## config.mk

```make
export PLATFORM = sky130hd
export DESIGN_NAME = spsel_top
export DESIGN_NICKNAME = d
export VERILOG_FILES = /design/src/design/spsel_pkg.sv /design/src/design/spsel_sync.sv /design/src/design/spsel_clkdiv.sv /design/src/design/spsel_top.sv
export SDC_FILE = /design/constraint.sdc
export NUM_CORES = 1
export LEC_CHECK = 0
export BUFFER_PORTS_ARGS = -buffer_cell sky130_fd_sc_hd__buf_2
export CORE_ASPECT_RATIO = 0.8
export CORE_MARGIN = 1
export CORE_UTILIZATION = 50
export DETAILED_ROUTE_END_ITERATION = 6
export GPL_TIMING_DRIVEN = 0
export PLACE_DENSITY = 0.78
export SLEW_MARGIN = 20
export SYNTH_ARGS = -nofsm -noshare
export SYNTH_HDL_FRONTEND = slang
export SYNTH_SLANG_ARGS = --single-unit
```

## constraint.sdc

```tcl
create_clock -name clock_in -period 4.9 [get_ports clock_in]
set_input_delay 0.98 -clock clock_in [delete_from_list [all_inputs] [get_ports clock_in]]
set_output_delay 0.98 -clock clock_in [all_outputs]
set_load 0.02 [all_outputs]
```

## src/design/spsel_pkg.sv

```systemverilog
package spsel_pkg;

    // ------------------------------------------------------------
    // select mode encodings
    // ------------------------------------------------------------
    localparam logic [1:0] SEL_3WIRE = 2'h0;
    localparam logic [1:0] SEL_4WIRE_IN = 2'h1;
    localparam int SEL_OUT_BIT = 1;
    localparam int SEL_LEVEL_BIT = 0;

    // ------------------------------------------------------------
    // reset values
    // ------------------------------------------------------------
    localparam logic [1:0] RST_SELECT_MODE = 2'h1;
    localparam logic RST_PORT_ENABLE = 1'h0;
    localparam logic RST_MASTER_ENABLE = 1'h0;
    localparam logic [7:0] RST_BYTE = 8'h00;

    // ------------------------------------------------------------
    // byte framing
    // ------------------------------------------------------------
    localparam int BYTE_BITS = 8;
    localparam logic [3:0] LAST_BIT_COUNT = 4'h8;
    localparam logic [3:0] SLAVE_LAST_RISE = 4'h7;

    // ------------------------------------------------------------
    // timing
    // ------------------------------------------------------------
    localparam int CLK_PERIOD_NS = 25;
    localparam int SCK_HALF_NS = 100;
    localparam int SCK_HALF_CYCLES = (SCK_HALF_NS + CLK_PERIOD_NS - 1) / CLK_PERIOD_NS;

    // ------------------------------------------------------------
    // synchronised pin vector positions
    // ------------------------------------------------------------
    localparam int PIN_SCK = 0;
    localparam int PIN_MOSI = 1;
    localparam int PIN_MISO = 2;
    localparam int PIN_SEL = 3;
    localparam int PIN_COUNT = 4;

    typedef struct packed {
        logic port_en;
        logic master;
        logic [1:0] mode;
        logic xfer;
        logic sck;
        logic [3:0] cnt;
        logic [7:0] shift;
        logic sample;
        logic [7:0] rx;
        logic done;
        logic fault;
        logic [3:0] prev;
        logic sck_o;
        logic sck_oen;
        logic mosi_o;
        logic mosi_oen;
        logic miso_o;
        logic miso_oen;
        logic sel_o;
        logic sel_oen;
        logic routed;
    } spsel_state_t;

endpackage : spsel_pkg

```

## src/design/spsel_sync.sv

```systemverilog
module spsel_sync #(
    parameter int WIDTH = 4
) (
    input wire logic clock_in,
    input wire logic rst_in,
    input wire logic [WIDTH-1:0] async_in,
    output logic [WIDTH-1:0] sync_out
);

    logic [WIDTH-1:0] meta_q;
    logic [WIDTH-1:0] sync_q;

    always_ff @(posedge clock_in)
    begin
        if (rst_in)
        begin
            meta_q <= '0;
            sync_q <= '0;
        end
        else
        begin
            meta_q <= async_in;
            sync_q <= meta_q;
        end
    end

    assign sync_out = sync_q;

endmodule : spsel_sync

```

## src/design/spsel_clkdiv.sv

```systemverilog
module spsel_clkdiv #(
    parameter int HALF_CYCLES = 4
) (
    input wire logic clock_in,
    input wire logic rst_in,
    input wire logic run_in,
    output logic tick_out
);

    localparam int CW = $clog2(HALF_CYCLES + 1);
    localparam logic [CW-1:0] LAST = CW'(HALF_CYCLES - 1);

    logic [CW-1:0] cnt_q;
    logic tick_q;

    // counter restarts whenever the transfer is idle, so the first half period is full length
    always_ff @(posedge clock_in)
    begin
        if (rst_in || !run_in)
        begin
            cnt_q <= '0;
            tick_q <= 1'b0;
        end
        else if (cnt_q == LAST)
        begin
            cnt_q <= '0;
            tick_q <= 1'b1;
        end
        else
        begin
            cnt_q <= cnt_q + CW'(1);
            tick_q <= 1'b0;
        end
    end

    assign tick_out = tick_q;

endmodule : spsel_clkdiv

```

## src/design/spsel_top.sv

```systemverilog
// Contract
// - as master, mosi carries the shift register msb in 3- and 4-wire form.
// - every byte moves msb first on both data lines.
// - mosi is driven as master and an input as slave.
// - miso is an input as master and driven as slave.
// - miso floats when the port is off or a 4-wire slave is unselected.
// - a 3-wire slave always drives miso from the shift register msb.
// - master makes sck itself; a slave takes sck from outside.
// - a 4-wire slave ignores sck while the select line is high.
// - mode 00 is 3-wire, select unused, slave always selected.
// - mode 01 is 4-wire with select as input, low selects a slave.
// - master in mode 01 drops mastership on a falling select input.
// - mode 1x drives the select line, level equals the low mode bit.
// - select is routed to a pin in every mode except 00.
// - mode fault clears master and port enables and sets the fault flag.
// - slave counts eight bits, then sets done and stores the byte.
// - a 4-wire slave clears its bit counter on a falling select.
module spsel_top #(
    parameter int SCK_HALF = spsel_pkg::SCK_HALF_CYCLES
) (
    input wire logic clock_in,
    input wire logic rst_in,
    input wire logic ctrl_wr_in,
    input wire logic ctrl_port_enable_in,
    input wire logic ctrl_master_enable_in,
    input wire logic [1:0] select_mode_field_in,
    input wire logic tx_wr_in,
    input wire logic [7:0] tx_data_in,
    input wire logic done_clr_in,
    input wire logic fault_clr_in,
    input wire logic sck_pin_in,
    input wire logic mosi_pin_in,
    input wire logic miso_pin_in,
    input wire logic slave_select_line_in,
    output logic sck_out,
    output logic sck_oe_n_out,
    output logic mosi_out,
    output logic mosi_oe_n_out,
    output logic miso_out,
    output logic miso_oe_n_out,
    output logic slave_select_line_out,
    output logic slave_select_line_oe_n_out,
    output logic select_routed_out,
    output logic port_enable_bit_out,
    output logic master_enable_bit_out,
    output logic transfer_done_flag_out,
    output logic mode_fault_flag_out,
    output logic busy_out,
    output logic [7:0] rx_data_out
);

    // ------------------------------------------------------------
    // helpers
    // ------------------------------------------------------------
    function automatic logic slave_selected(input logic [1:0] mode, input logic sel_level);
        // mode 1x as slave has no select input; treated as selected
        slave_selected = (mode == spsel_pkg::SEL_4WIRE_IN) ? !sel_level : 1'b1;
    endfunction : slave_selected

    function automatic logic [7:0] shift_in(input logic [7:0] cur, input logic bit_in);
        shift_in = {cur[6:0], bit_in};
    endfunction : shift_in

    // ------------------------------------------------------------
    // pin synchronisers and sck divider
    // ------------------------------------------------------------
    spsel_pkg::spsel_state_t q;
    spsel_pkg::spsel_state_t d;
    logic [spsel_pkg::PIN_COUNT-1:0] pins_s;
    logic tick;

    // sync is kept in master mode too, so miso sampling is metastability safe
    spsel_sync #(
        .WIDTH(spsel_pkg::PIN_COUNT)
    ) u_sync (
        .clock_in(clock_in),
        .rst_in(rst_in),
        .async_in({slave_select_line_in, miso_pin_in, mosi_pin_in, sck_pin_in}),
        .sync_out(pins_s)
    );

    spsel_clkdiv #(
        .HALF_CYCLES(SCK_HALF)
    ) u_div (
        .clock_in(clock_in),
        .rst_in(rst_in),
        .run_in(q.xfer),
        .tick_out(tick)
    );

    logic sck_rise;
    logic sck_fall;
    logic sel_fall;
    logic sel_s;
    logic slave_act;
    logic fault_evt;

    assign sel_s = pins_s[spsel_pkg::PIN_SEL];
    assign sck_rise = pins_s[spsel_pkg::PIN_SCK] && !q.prev[spsel_pkg::PIN_SCK];
    assign sck_fall = !pins_s[spsel_pkg::PIN_SCK] && q.prev[spsel_pkg::PIN_SCK];
    assign sel_fall = !sel_s && q.prev[spsel_pkg::PIN_SEL];
    assign slave_act = q.port_en && !q.master;
    assign fault_evt = q.port_en && q.master && q.mode == spsel_pkg::SEL_4WIRE_IN && sel_fall;

    // ------------------------------------------------------------
    // next state
    // ------------------------------------------------------------
    always_comb
    begin
        d = q;
        d.mode = select_mode_field_in;
        d.prev = pins_s;
        if (done_clr_in)
        begin
            d.done = 1'b0;
        end
        if (fault_clr_in)
        begin
            d.fault = 1'b0;
        end
        if (ctrl_wr_in)
        begin
            d.port_en = ctrl_port_enable_in;
            d.master = ctrl_master_enable_in;
        end
        if (!q.port_en)
        begin
            // the only way to realign a 3-wire slave bit counter
            d.xfer = 1'b0;
            d.sck = 1'b0;
            d.cnt = '0;
        end
        else if (q.master)
        begin
            if (tx_wr_in && !q.xfer)
            begin
                d.shift = tx_data_in;
                d.xfer = 1'b1;
                d.cnt = '0;
            end
            else if (q.xfer && tick)
            begin
                if (!q.sck)
                begin
                    d.sck = 1'b1;
                    d.sample = pins_s[spsel_pkg::PIN_MISO];
                    d.cnt = q.cnt + 4'h1;
                end
                else
                begin
                    d.sck = 1'b0;
                    d.shift = shift_in(q.shift, q.sample);
                    if (q.cnt == spsel_pkg::LAST_BIT_COUNT)
                    begin
                        d.xfer = 1'b0;
                        d.done = 1'b1;
                        d.rx = shift_in(q.shift, q.sample);
                    end
                end
            end
        end
        else
        begin
            if (q.mode == spsel_pkg::SEL_4WIRE_IN && sel_fall)
            begin
                d.cnt = '0;
            end
            else if (slave_selected(q.mode, sel_s))
            begin
                if (sck_rise)
                begin
                    d.sample = pins_s[spsel_pkg::PIN_MOSI];
                    d.cnt = q.cnt + 4'h1;
                    if (q.cnt == spsel_pkg::SLAVE_LAST_RISE)
                    begin
                        d.done = 1'b1;
                        d.rx = shift_in(q.shift, pins_s[spsel_pkg::PIN_MOSI]);
                        d.shift = shift_in(q.shift, pins_s[spsel_pkg::PIN_MOSI]);
                        d.cnt = '0;
                    end
                end
                else if (sck_fall && q.cnt != 4'h0)
                begin
                    d.shift = shift_in(q.shift, q.sample);
                end
                else if (tx_wr_in && q.cnt == 4'h0)
                begin
                    d.shift = tx_data_in;
                end
            end
        end
        if (fault_evt)
        begin
            // fault overrides a same-cycle control write
            d.port_en = 1'b0;
            d.master = 1'b0;
            d.fault = 1'b1;
            d.xfer = 1'b0;
            d.sck = 1'b0;
        end
        // pin drivers follow the current state one cycle later
        d.mosi_o = q.shift[7];
        d.mosi_oen = !(q.port_en && q.master);
        d.sck_o = q.sck;
        d.sck_oen = !(q.port_en && q.master);
        d.miso_o = q.shift[7];
        d.miso_oen = !(slave_act && slave_selected(q.mode, sel_s));
        d.sel_o = q.mode[spsel_pkg::SEL_OUT_BIT] ? q.mode[spsel_pkg::SEL_LEVEL_BIT] : 1'b1;
        d.sel_oen = !q.mode[spsel_pkg::SEL_OUT_BIT];
        d.routed = q.mode != spsel_pkg::SEL_3WIRE;
    end

    always_ff @(posedge clock_in)
    begin
        if (rst_in)
        begin
            q <= '0;
            q.port_en <= spsel_pkg::RST_PORT_ENABLE;
            q.master <= spsel_pkg::RST_MASTER_ENABLE;
            q.mode <= spsel_pkg::RST_SELECT_MODE;
            q.shift <= spsel_pkg::RST_BYTE;
            q.rx <= spsel_pkg::RST_BYTE;
            q.sck_oen <= 1'b1;
            q.mosi_oen <= 1'b1;
            q.miso_oen <= 1'b1;
            q.sel_o <= 1'b1;
            q.sel_oen <= 1'b1;
            q.routed <= spsel_pkg::RST_SELECT_MODE != spsel_pkg::SEL_3WIRE;
        end
        else
        begin
            q <= d;
        end
    end

    // ------------------------------------------------------------
    // outputs
    // ------------------------------------------------------------
    assign sck_out = q.sck_o;
    assign sck_oe_n_out = q.sck_oen;
    assign mosi_out = q.mosi_o;
    assign mosi_oe_n_out = q.mosi_oen;
    assign miso_out = q.miso_o;
    assign miso_oe_n_out = q.miso_oen;
    assign slave_select_line_out = q.sel_o;
    assign slave_select_line_oe_n_out = q.sel_oen;
    assign select_routed_out = q.routed;
    assign port_enable_bit_out = q.port_en;
    assign master_enable_bit_out = q.master;
    assign transfer_done_flag_out = q.done;
    assign mode_fault_flag_out = q.fault;
    assign busy_out = q.xfer;
    assign rx_data_out = q.rx;
endmodule : spsel_top

```

# ---- Word-level counts from Yosys, hierarchy flattened
# Cells that the tools add are included.
dict set report totals {
  reg_bits 52
  latchBits 0
  ram_bits 0
  rom_bits 0
  in_bits 22
  out_inout_bits 22
  elab_cells 118
  n_memories 0
}
dict set report op_classes {
  add_sub_neg 2
  mul 0
  n_div 0
  n_lt_le_gt_ge 0
  n_eq_ne 14
  shifts 0
  mux 30
  bitwise_logic 3
  n_reduce_logical 46
}
# operator count
set op_table {}
lappend op_table {{22-bit two-way mux} 2}
lappend op_table {{12-bit two-way mux} 3}
lappend op_table {{8-bit two-way mux} 4}
lappend op_table {{9-bit two-way mux} 3}
lappend op_table {{24-bit two-way mux} 1}
lappend op_table {{10-bit two-way mux} 2}
lappend op_table {{18-bit two-way mux} 1}
lappend op_table {{2-bit nonzero test} 8}
lappend op_table {{7-bit AND reduction} 2}
lappend op_table {{1-bit logical AND} 13}
lappend op_table {{4-bit two-way mux} 3}
lappend op_table {{1-bit two-way mux} 11}
lappend op_table {{9-bit AND reduction} 1}
lappend op_table {{1-bit zero test} 8}
lappend op_table {{2-bit != test (second input constant)} 4}
lappend op_table {{4-bit AND reduction} 2}
lappend op_table {{4-bit nonzero test} 2}
lappend op_table {{2-bit OR reduction} 4}
lappend op_table {{3-bit by 2-bit != test with 1-bit output (second input constant)} 2}
lappend op_table {{3-bit nonzero test} 2}
lappend op_table {{4-bit by 1-bit adder with 4-bit output (second input constant)} 1}
lappend op_table {{4-bit by 3-bit equality test with 1-bit output (second input constant)} 1}
lappend op_table {{4-bit equality test (second input constant)} 1}
lappend op_table {{4-bit zero test} 1}
lappend op_table {{10 further kinds} 13}

# ---- Depth between registers and ports, before layout
# Gate-level depths: netlist (run 1).
dict set report logic_depth {
  word_depth 9
  ltp_mapped 8
  depth_no_buf 7
}

# ---- Hierarchy
# From an unflattened synthesis (run 1), not the netlist that was laid out.
dict set report unflattened {
  cells_unflattened 227
  area_unflattened_um2 2173.3
}
# mod instances cells_per_inst area_each_um2 seq_area_each_um2
set by_module_without_submodules {}
lappend by_module_without_submodules {spsel_top 1 200 1814.2 760.7}
lappend by_module_without_submodules {spsel_sync 1 16 210.2 160.2}
lappend by_module_without_submodules {spsel_clkdiv 1 11 148.9 80.1}

# ---- Worst setup path after synthesis (run 1)
# No wires, ideal clock.
dict set report synth_path {
  kind {input-to-reg}
  startpoint {input port tx_wr_in}
  endpoint {register q[34] (netlist name)}
  setup_time_ns 0.122
  t_arrival_ns 1.747
  t_required_ns 4.778
  setup_slack_ns 3.031
  cell_stages 5
  path_buffers 0
  cell_sequence {nand2b_1 o21ai_0 a21boi_1 nand4bb_1 a21oi_1}
}
dict set report synth_via {
  elab_chain_len 3
  elab_cells_between_ends 6
  classes_between {2 x eq/ne; 2 x mux; 2 x reduce/logical}
}
# element line_no
set synth_rtl {}
lappend synth_rtl {{from (decl)} spsel_top.sv:27} ;# input wire logic tx_wr_in,
lappend synth_rtl {{1-bit logical AND (*)} spsel_top.sv:135} ;# if (tx_wr_in && !q.xfer)
lappend synth_rtl {{3-bit by 1-bit != test with 1-bit output (no line), or another cell as far along} -}
lappend synth_rtl {{4-bit AND reduction (no line) or 22-bit two-way mux (tied branches)} -}
lappend synth_rtl {{to (decl)} spsel_top.sv:67} ;# spsel_pkg::spsel_state_t q;
# Every way passes the cells marked *; elsewhere a longest branch is shown, timed or not.
# A chain may end at the register's enable or synchronous reset.

# ---- Worst setup path in the final report (run 1)
dict set report layout_path {
  startpoint {register q, in the netlist port_enable_bit_out}
  endpoint {output port port_enable_bit_out}
}
# element line_no
set layout_lines {}
lappend layout_lines {{to (decl)} spsel_top.sv:44} ;# output logic port_enable_bit_out,
# No word-level cell between the ends.

==> out/metrics.yaml, run 1 <==
crit_type: "flip-flop to primary output"
wl_per_cell_um: 12.5
crit_path_start_kind: "flip-flop"
clock_sinks: 50
grt_use_total: 0.197
vdd.ir_drop.worst_uv: 248
synth_edf_count: 0
hold_class: "flip-flop to flip-flop"
leakage_uw: 0.00112
ys_seq_area_frac: 0.462
synth_seq_cells: 50
critical-path-slowest-cell: "dfxtp_1"
critPathCapture: "port_enable_bit_out"
synth_top_family_by_area: "simple AND/OR/NAND/NOR gates"
pwr-share-clk: 0.331
vias_per_cell: 5.18
path_max_fanout: 7
grt-busiest-layer: "met2"
numPortBuffers: 43
fp-row-count: 21
reg2reg_to: "d[4]"
grt_max_degree: 18
synth_top_area_cell: "dfxtp_1"
die_area_um2: 4610
ys.flop_type: "dfxtp_1"
drive_above_1_share: 0.293
antenna_cells: 0
pre_cts_ws_ns: 2.69
crit_chain: "buf_2"
antenna_left: 0
ff2ff_path_depth: 7
route.detailed.drc: 0
met2_usage: 0.298
skew_ns: 0.0117
cp_data_required_time_ns: 3.92
synth-simple-area-share: 0.252
synth_cell_types: 52
setup_viol: 0
cp.arrival_ns: 1.01
syn_avg_cell_area_um2: 9.77
cts_tree: "built"
die_w_um: 75.6
grt_pass1_wl_mm: 6.57
rsz0062_at_grt: "no"
vias: 1710
clock_path_buffers: 2
synth_compound_area_frac: 0.145
p_seq_frac: 0.577
tns_ns: 0
fin_crit_ns: 1.99
wl_mm: 4.14
die_h_um: 60.9
finalHoldViolations: 0
met3_usage: 0.0548
clk_latency_ns: 0.31
dr.pass1.iters: 4
antenna_found_initial: 0
layout_commonest_cell: "dfxtp_1"
clk_pin_slew_ns: 0.10
cp_top_family: "flip-flops"
relSlewSlack: 0.630
path_depth: 1
cts_setup_buffers: 0
r2r_setup_slack_ns: 3.02
layout.nets: 298
cts_buffers: 5
initial_core_util: 0.519
async_flop_share: 0
fin_ws_ns: 2.91
p_per_area_nw_per_um2: 288
ctsResizeCount: 0
synthXorXnorAreaFrac: 0.00404
synth_top_area_frac: 0.462
ys_top_cells_by_area: "dfxtp_1 46%, mux2i_1 4.6%, nor2_1 4.5%"
worst_pin_slew_ns: 0.554
p_int_uw: 548
core_area_um2: 4180
yosysWarnings: 0
synth_nets: 248
status: "finished, final reports clean"
pin_count: 44
place.gp.congestion: 0.854
period_share: 0.406
cp-end-kind: "primary output"
area_delta_synth_final_pct: 17.5
htreeDepth: 2
crit_buf_inv: 1
startpoint: "port_enable_bit_out"
synth_fa_ha_area_frac: 0.0231
cts_root_buf: "clkbuf_8"
swShare: 0.254
grt_pass1_vias: 1432
met1_usage: 0.270
synthMuxAreaShare: 0.0462
dp_hpwl_mm: 2.96
overflow: 0
max_cap_viol_count: 0
cp_slowest_stage_delay_ns: 0.48
p_comb_frac: 0.091
netlist_instances: 222
drt-initial-drc-count: 93
cts_hold_buf: 0
final_cell_mix: "50 x dfxtp_1, 43 x buf_2, 26 x nor2_1"
slew_violations: 0
timing.rr.start: "q[32]"
synthesis.area_um2: 2170
switchingPower_uw: 186
timing.fmax_mhz: 503
## kinds of logic after synthesis
group,Yosys count
simple gates,96
flops,50
compound gates,36
buf+inv,25
mux,10
fa+ha+maj,4
xor+xnor,1
## per-stage QoR
step           cell area [um2]  hold slack (ns)  utilization  cells  power, uW
6_report                  2550            0.427        0.610    330        735
5_1_grt                   2550            0.456        0.610    330        767
4_1_cts                   2550            0.433        0.610    330        743
3_5_place_dp              2450            0.419        0.588    322        500
3_3_place_gp              2450            0.407        0.588    322        499
2_1_floorplan             2170            0.397            -    222        478
## metal layers
metal / wire, um / vias to the layer above / part of all wire
met5: 0 / - / 0
met4: 57 / 0 / 0.014
li1: - / 869 / -
met1: 2000 / 787 / 0.48
met3: 192 / 7 / 0.046
met2: 1890 / 47 / 0.46
## flip-flops by register name, summed over array words and instances, names as in the netlist, 2 cells and up
name	count
u_div.cnt_q	3
q	16
u_sync.meta_q	4
rx_data_out	8
u_sync.sync_out	4
d	2
## synthesized netlist by cell type (4+ instances only)
master	instances
nor2b_1	15
nand3b_1	4
dfxtp_1	50
nor3_1	14
inv_1	8
a221oi_1	8
a21oi_1	8
nor2_1	26
ha_1	4
nand2_1	8
nand3_1	5
nand2b_1	5
buf_4	10
mux2i_1	10
## area by class of cell
| cell class | count | area (um2) |
|---|---|---|
| clock inverters | 3 | 23.8 |
| clock buffers | 5 | 68.8 |
| plain buffers | 16 | 113 |
| multi-input cells | 147 | 1020 |
| inverters | 9 | 35.0 |
| well taps | 57 | 71.3 |
| flip-flops and latches | 50 | 1000 |
| fillers | 388 | 1630 |
| repair buffers | 43 | 215 |
## worst min-delay path by stage
stage	startpoint	endpoint	slack, ns	depth (start not counted)
2_1_floorplan	u_div.cnt_q[0]	u_div.cnt_q[0]	0.40	1
3_3_place_gp	u_div.cnt_q[0]	u_div.cnt_q[0]	0.41	1
3_5_place_dp	u_div.cnt_q[0]	u_div.cnt_q[0]	0.42	1
4_1_cts	u_div.cnt_q[0]	u_div.cnt_q[0]	0.43	1
5_1_grt	u_div.cnt_q[0]	u_div.cnt_q[0]	0.46	1
6_report	u_div.cnt_q[0]	u_div.cnt_q[0]	0.43	1
## power groups by stage
stage               sequential, uW  combinational, uW  clock, uW
finish                         424               67.1        243
floorplan                      435               43.2          0
CTS                            424               67.4        251
global route                   426               74.1        267
detailed placement             434               66.5          0
global placement               434               65.3          0
No activity file was read; power rests on OpenSTA's default activity.
==> run 2, diff against run 1 <==
--- a/config.mk
+++ b/config.mk
@@ -8,7 +8,7 @@
 export BUFFER_PORTS_ARGS = -buffer_cell sky130_fd_sc_hd__buf_2
 export CORE_ASPECT_RATIO = 0.8
 export CORE_MARGIN = 1
-export CORE_UTILIZATION = 50
+export CORE_UTILIZATION = 48
 export DETAILED_ROUTE_END_ITERATION = 6
 export GPL_TIMING_DRIVEN = 0
 export PLACE_DENSITY = 0.78
==> constraint.sdc (replaced) <==
create_clock -name clock_in -period 1.7 [get_ports clock_in]
set_input_delay 0.34 -clock clock_in [delete_from_list [all_inputs] [get_ports clock_in]]
set_output_delay 0.34 -clock clock_in [all_outputs]
set_load 0.02 [all_outputs]
==> run 2 against run 1 <==
  * The run now ends with negative setup slack left
  * Global-route usage is 0.81 points higher
  * Non-clock buffer count rose by 9
  * Register-to-register slack got worse by 3.2 ns
==> out/metrics.yaml, run 2 (synthesis gave the netlist of run 1 again) <==
final_cell_mix: "48 x dfxtp_1, 43 x buf_2, 23 x nor2_1"
top_register: "q"
rsz0062_at_grt: "yes"
drive_above_1_share: 0.390  # +0.0970
skew_ns: 0.00786  # -0.00380 ns
largest_register_ff_count: 16  # unchanged
clk_latency_ns: 0.31  # about the same
fp-row-count: 21  # unchanged
hold_start: "select_mode_field_in[0]"
pin_count: 44  # unchanged
dr.pass1.iters: 4  # unchanged
slew_violations: 0  # unchanged
crit_type: "flip-flop to flip-flop"
core_area_um2: 4260  # +1.9%
period_share: 1.08
clk_pin_slew_ns: 0.10  # about the same
p_per_area_nw_per_um2: 799  # +180%
vias: 1780  # +4.1%
die_h_um: 62.1  # +2.0%
p_seq_frac: 0.560  # -0.017
timing.rr.start: "q[33]"
grt_pass1_wl_mm: 7.72  # +18%
startpoint: "q[33]"
cts_hold_buf: 0  # unchanged
fin_crit_ns: 1.83
crit_path_start_kind: "flip-flop"
drt-initial-drc-count: 128  # +38%
pre_cts_ws_ns: -0.191  # -2.88 ns
setup_viol: 10  # +10
p_comb_frac: 0.109  # +0.018
place.gp.congestion: 0.843  # -1.3%
cp.arrival_ns: 2.06  # +1.05 ns
cts_buffers: 5  # unchanged
hold_class: "primary input to flip-flop"
total_power_uw: 2190  # +200%
max_cap_viol_count: 0  # unchanged
cts_root_buf: "clkbuf_8"
grt_pass1_vias: 1650  # +15%
antenna_left: 0  # unchanged
finalHoldViolations: 0  # unchanged
antenna_found_initial: 0  # unchanged
worst_pin_slew_ns: 0.483  # -0.0710 ns
die_w_um: 77.1  # +2.0%
violations: "negative setup slack"
layout_commonest_cell: "dfxtp_1"
layout.nets: 307  # +3.0%
cp_data_required_time_ns: 1.93  # -1.99 ns
numPortBuffers: 43  # unchanged
grt_use_total: 0.205  # +0.00808
fin_ws_ns: -0.134  # -3.04 ns
htreeDepth: 2  # unchanged
vdd.ir_drop.worst_uv: 587  # +140%
pwr-share-clk: 0.331  # about the same
wl_per_cell_um: 14.1  # +13%
clock_path_buffers: 2  # unchanged
p_int_uw: 1610  # +190%
vias_per_cell: 5.25  # +1.3%
relSlewSlack: 0.678  # +0.0481
leakage_uw: 0.00120  # +7.3%
switchingPower_uw: 577  # +210%
route.detailed.drc: 0  # unchanged
area_delta_synth_final_pct: 26.4
dp_hpwl_mm: 3.08  # +3.8%
grt_max_degree: 19  # +1
initial_core_util: 0.509  # -0.00961
fillers: 347  # -11%
clock_sinks: 50  # unchanged
path_max_fanout: 5  # -2
status: "complete, but fails checks"
overflow: 0  # unchanged
cp-end-kind: "flip-flop"
timing.fmax_mhz: 545
antenna_cells: 0  # unchanged
swShare: 0.263  # +0.00969
cts_tree: "built"
wl_mm: 4.78  # +16%
die_area_um2: 4790  # +4.0%
run 2: cell types whose count changed in the layout (fill, tap and decap cells not counted), sizes merged:
cell      before  now
buf           56   65
clkinvlp       2    0
clkinv         1    3
run 2: path summary, 6_finish.rpt:
check	endpoint	slack (ns)	depth (start not counted)
hold / removal	q[38]	0.21	2
setup / recovery	q[25]	-0.13	8
setup reg to reg	q[25]	-0.13	8
hold reg to reg	u_div.cnt_q[0]	0.44	1
run 2: layout make-up:
class                      instances  area (um2)  share of cell area
timing repair buffer              52         283               0.103
multi-input combinational        147        1140               0.415
sequential                        50        1000               0.366
clock buffer                       5        68.8              0.0251
clock inverter                     3        28.8              0.0105
buffer                            16         113              0.0411
tap                               57        71.3              0.0260
inverter                           9        35.0              0.0128
run 2: timing repair:
item	4_1_cts	5_1_grt
cloned	1	0
setup buffers	6	4
endpoints found under the setup margin	15	20
resized for setup	20	6
pin swaps	15	11
run 2: power by group through the flow:
stage                     clock, uW  sequential (uW)  combinational, uW
after detailed placement          0             1250                191
final                           725             1230                238
after CTS                       738             1230                213
after global routing            794             1230                256
after global placement            0             1250                188
after floorplan                   0             1250                124
run 2: through the flow:
stage                     hold slack, ns   util  instances  TNS [ns]  cell area, um2
after floorplan                    0.397      -        222         0            2170
after global placement             0.409  0.577        322    -0.903            2450
after detailed placement           0.422  0.577        322     -1.26            2450
after CTS                          0.207  0.633        336    -0.106            2700
after global routing               0.203  0.644        339     -1.89            2740
final                              0.214  0.644        339    -0.836            2740
run 2: per-layer routing:
layer	vias up	global-route usage	share of wire
met1	844	0.266	0.45
met5	-	0	0
met4	0	0.0590	0.0048
met2	51	0.341	0.50
li1	883	-	-
met3	2	0.0456	0.046
run 2: worst max-delay path, cell delays in order (launching register included):
cell,delay [ns]
dfxtp_2,0.35
inv_2,0.07
ha_4,0.13
nor3b_4,0.35
and2_4,0.23
o2111a_1,0.26
buf_6,0.15
nor2_1,0.04
nor3_1,0.19
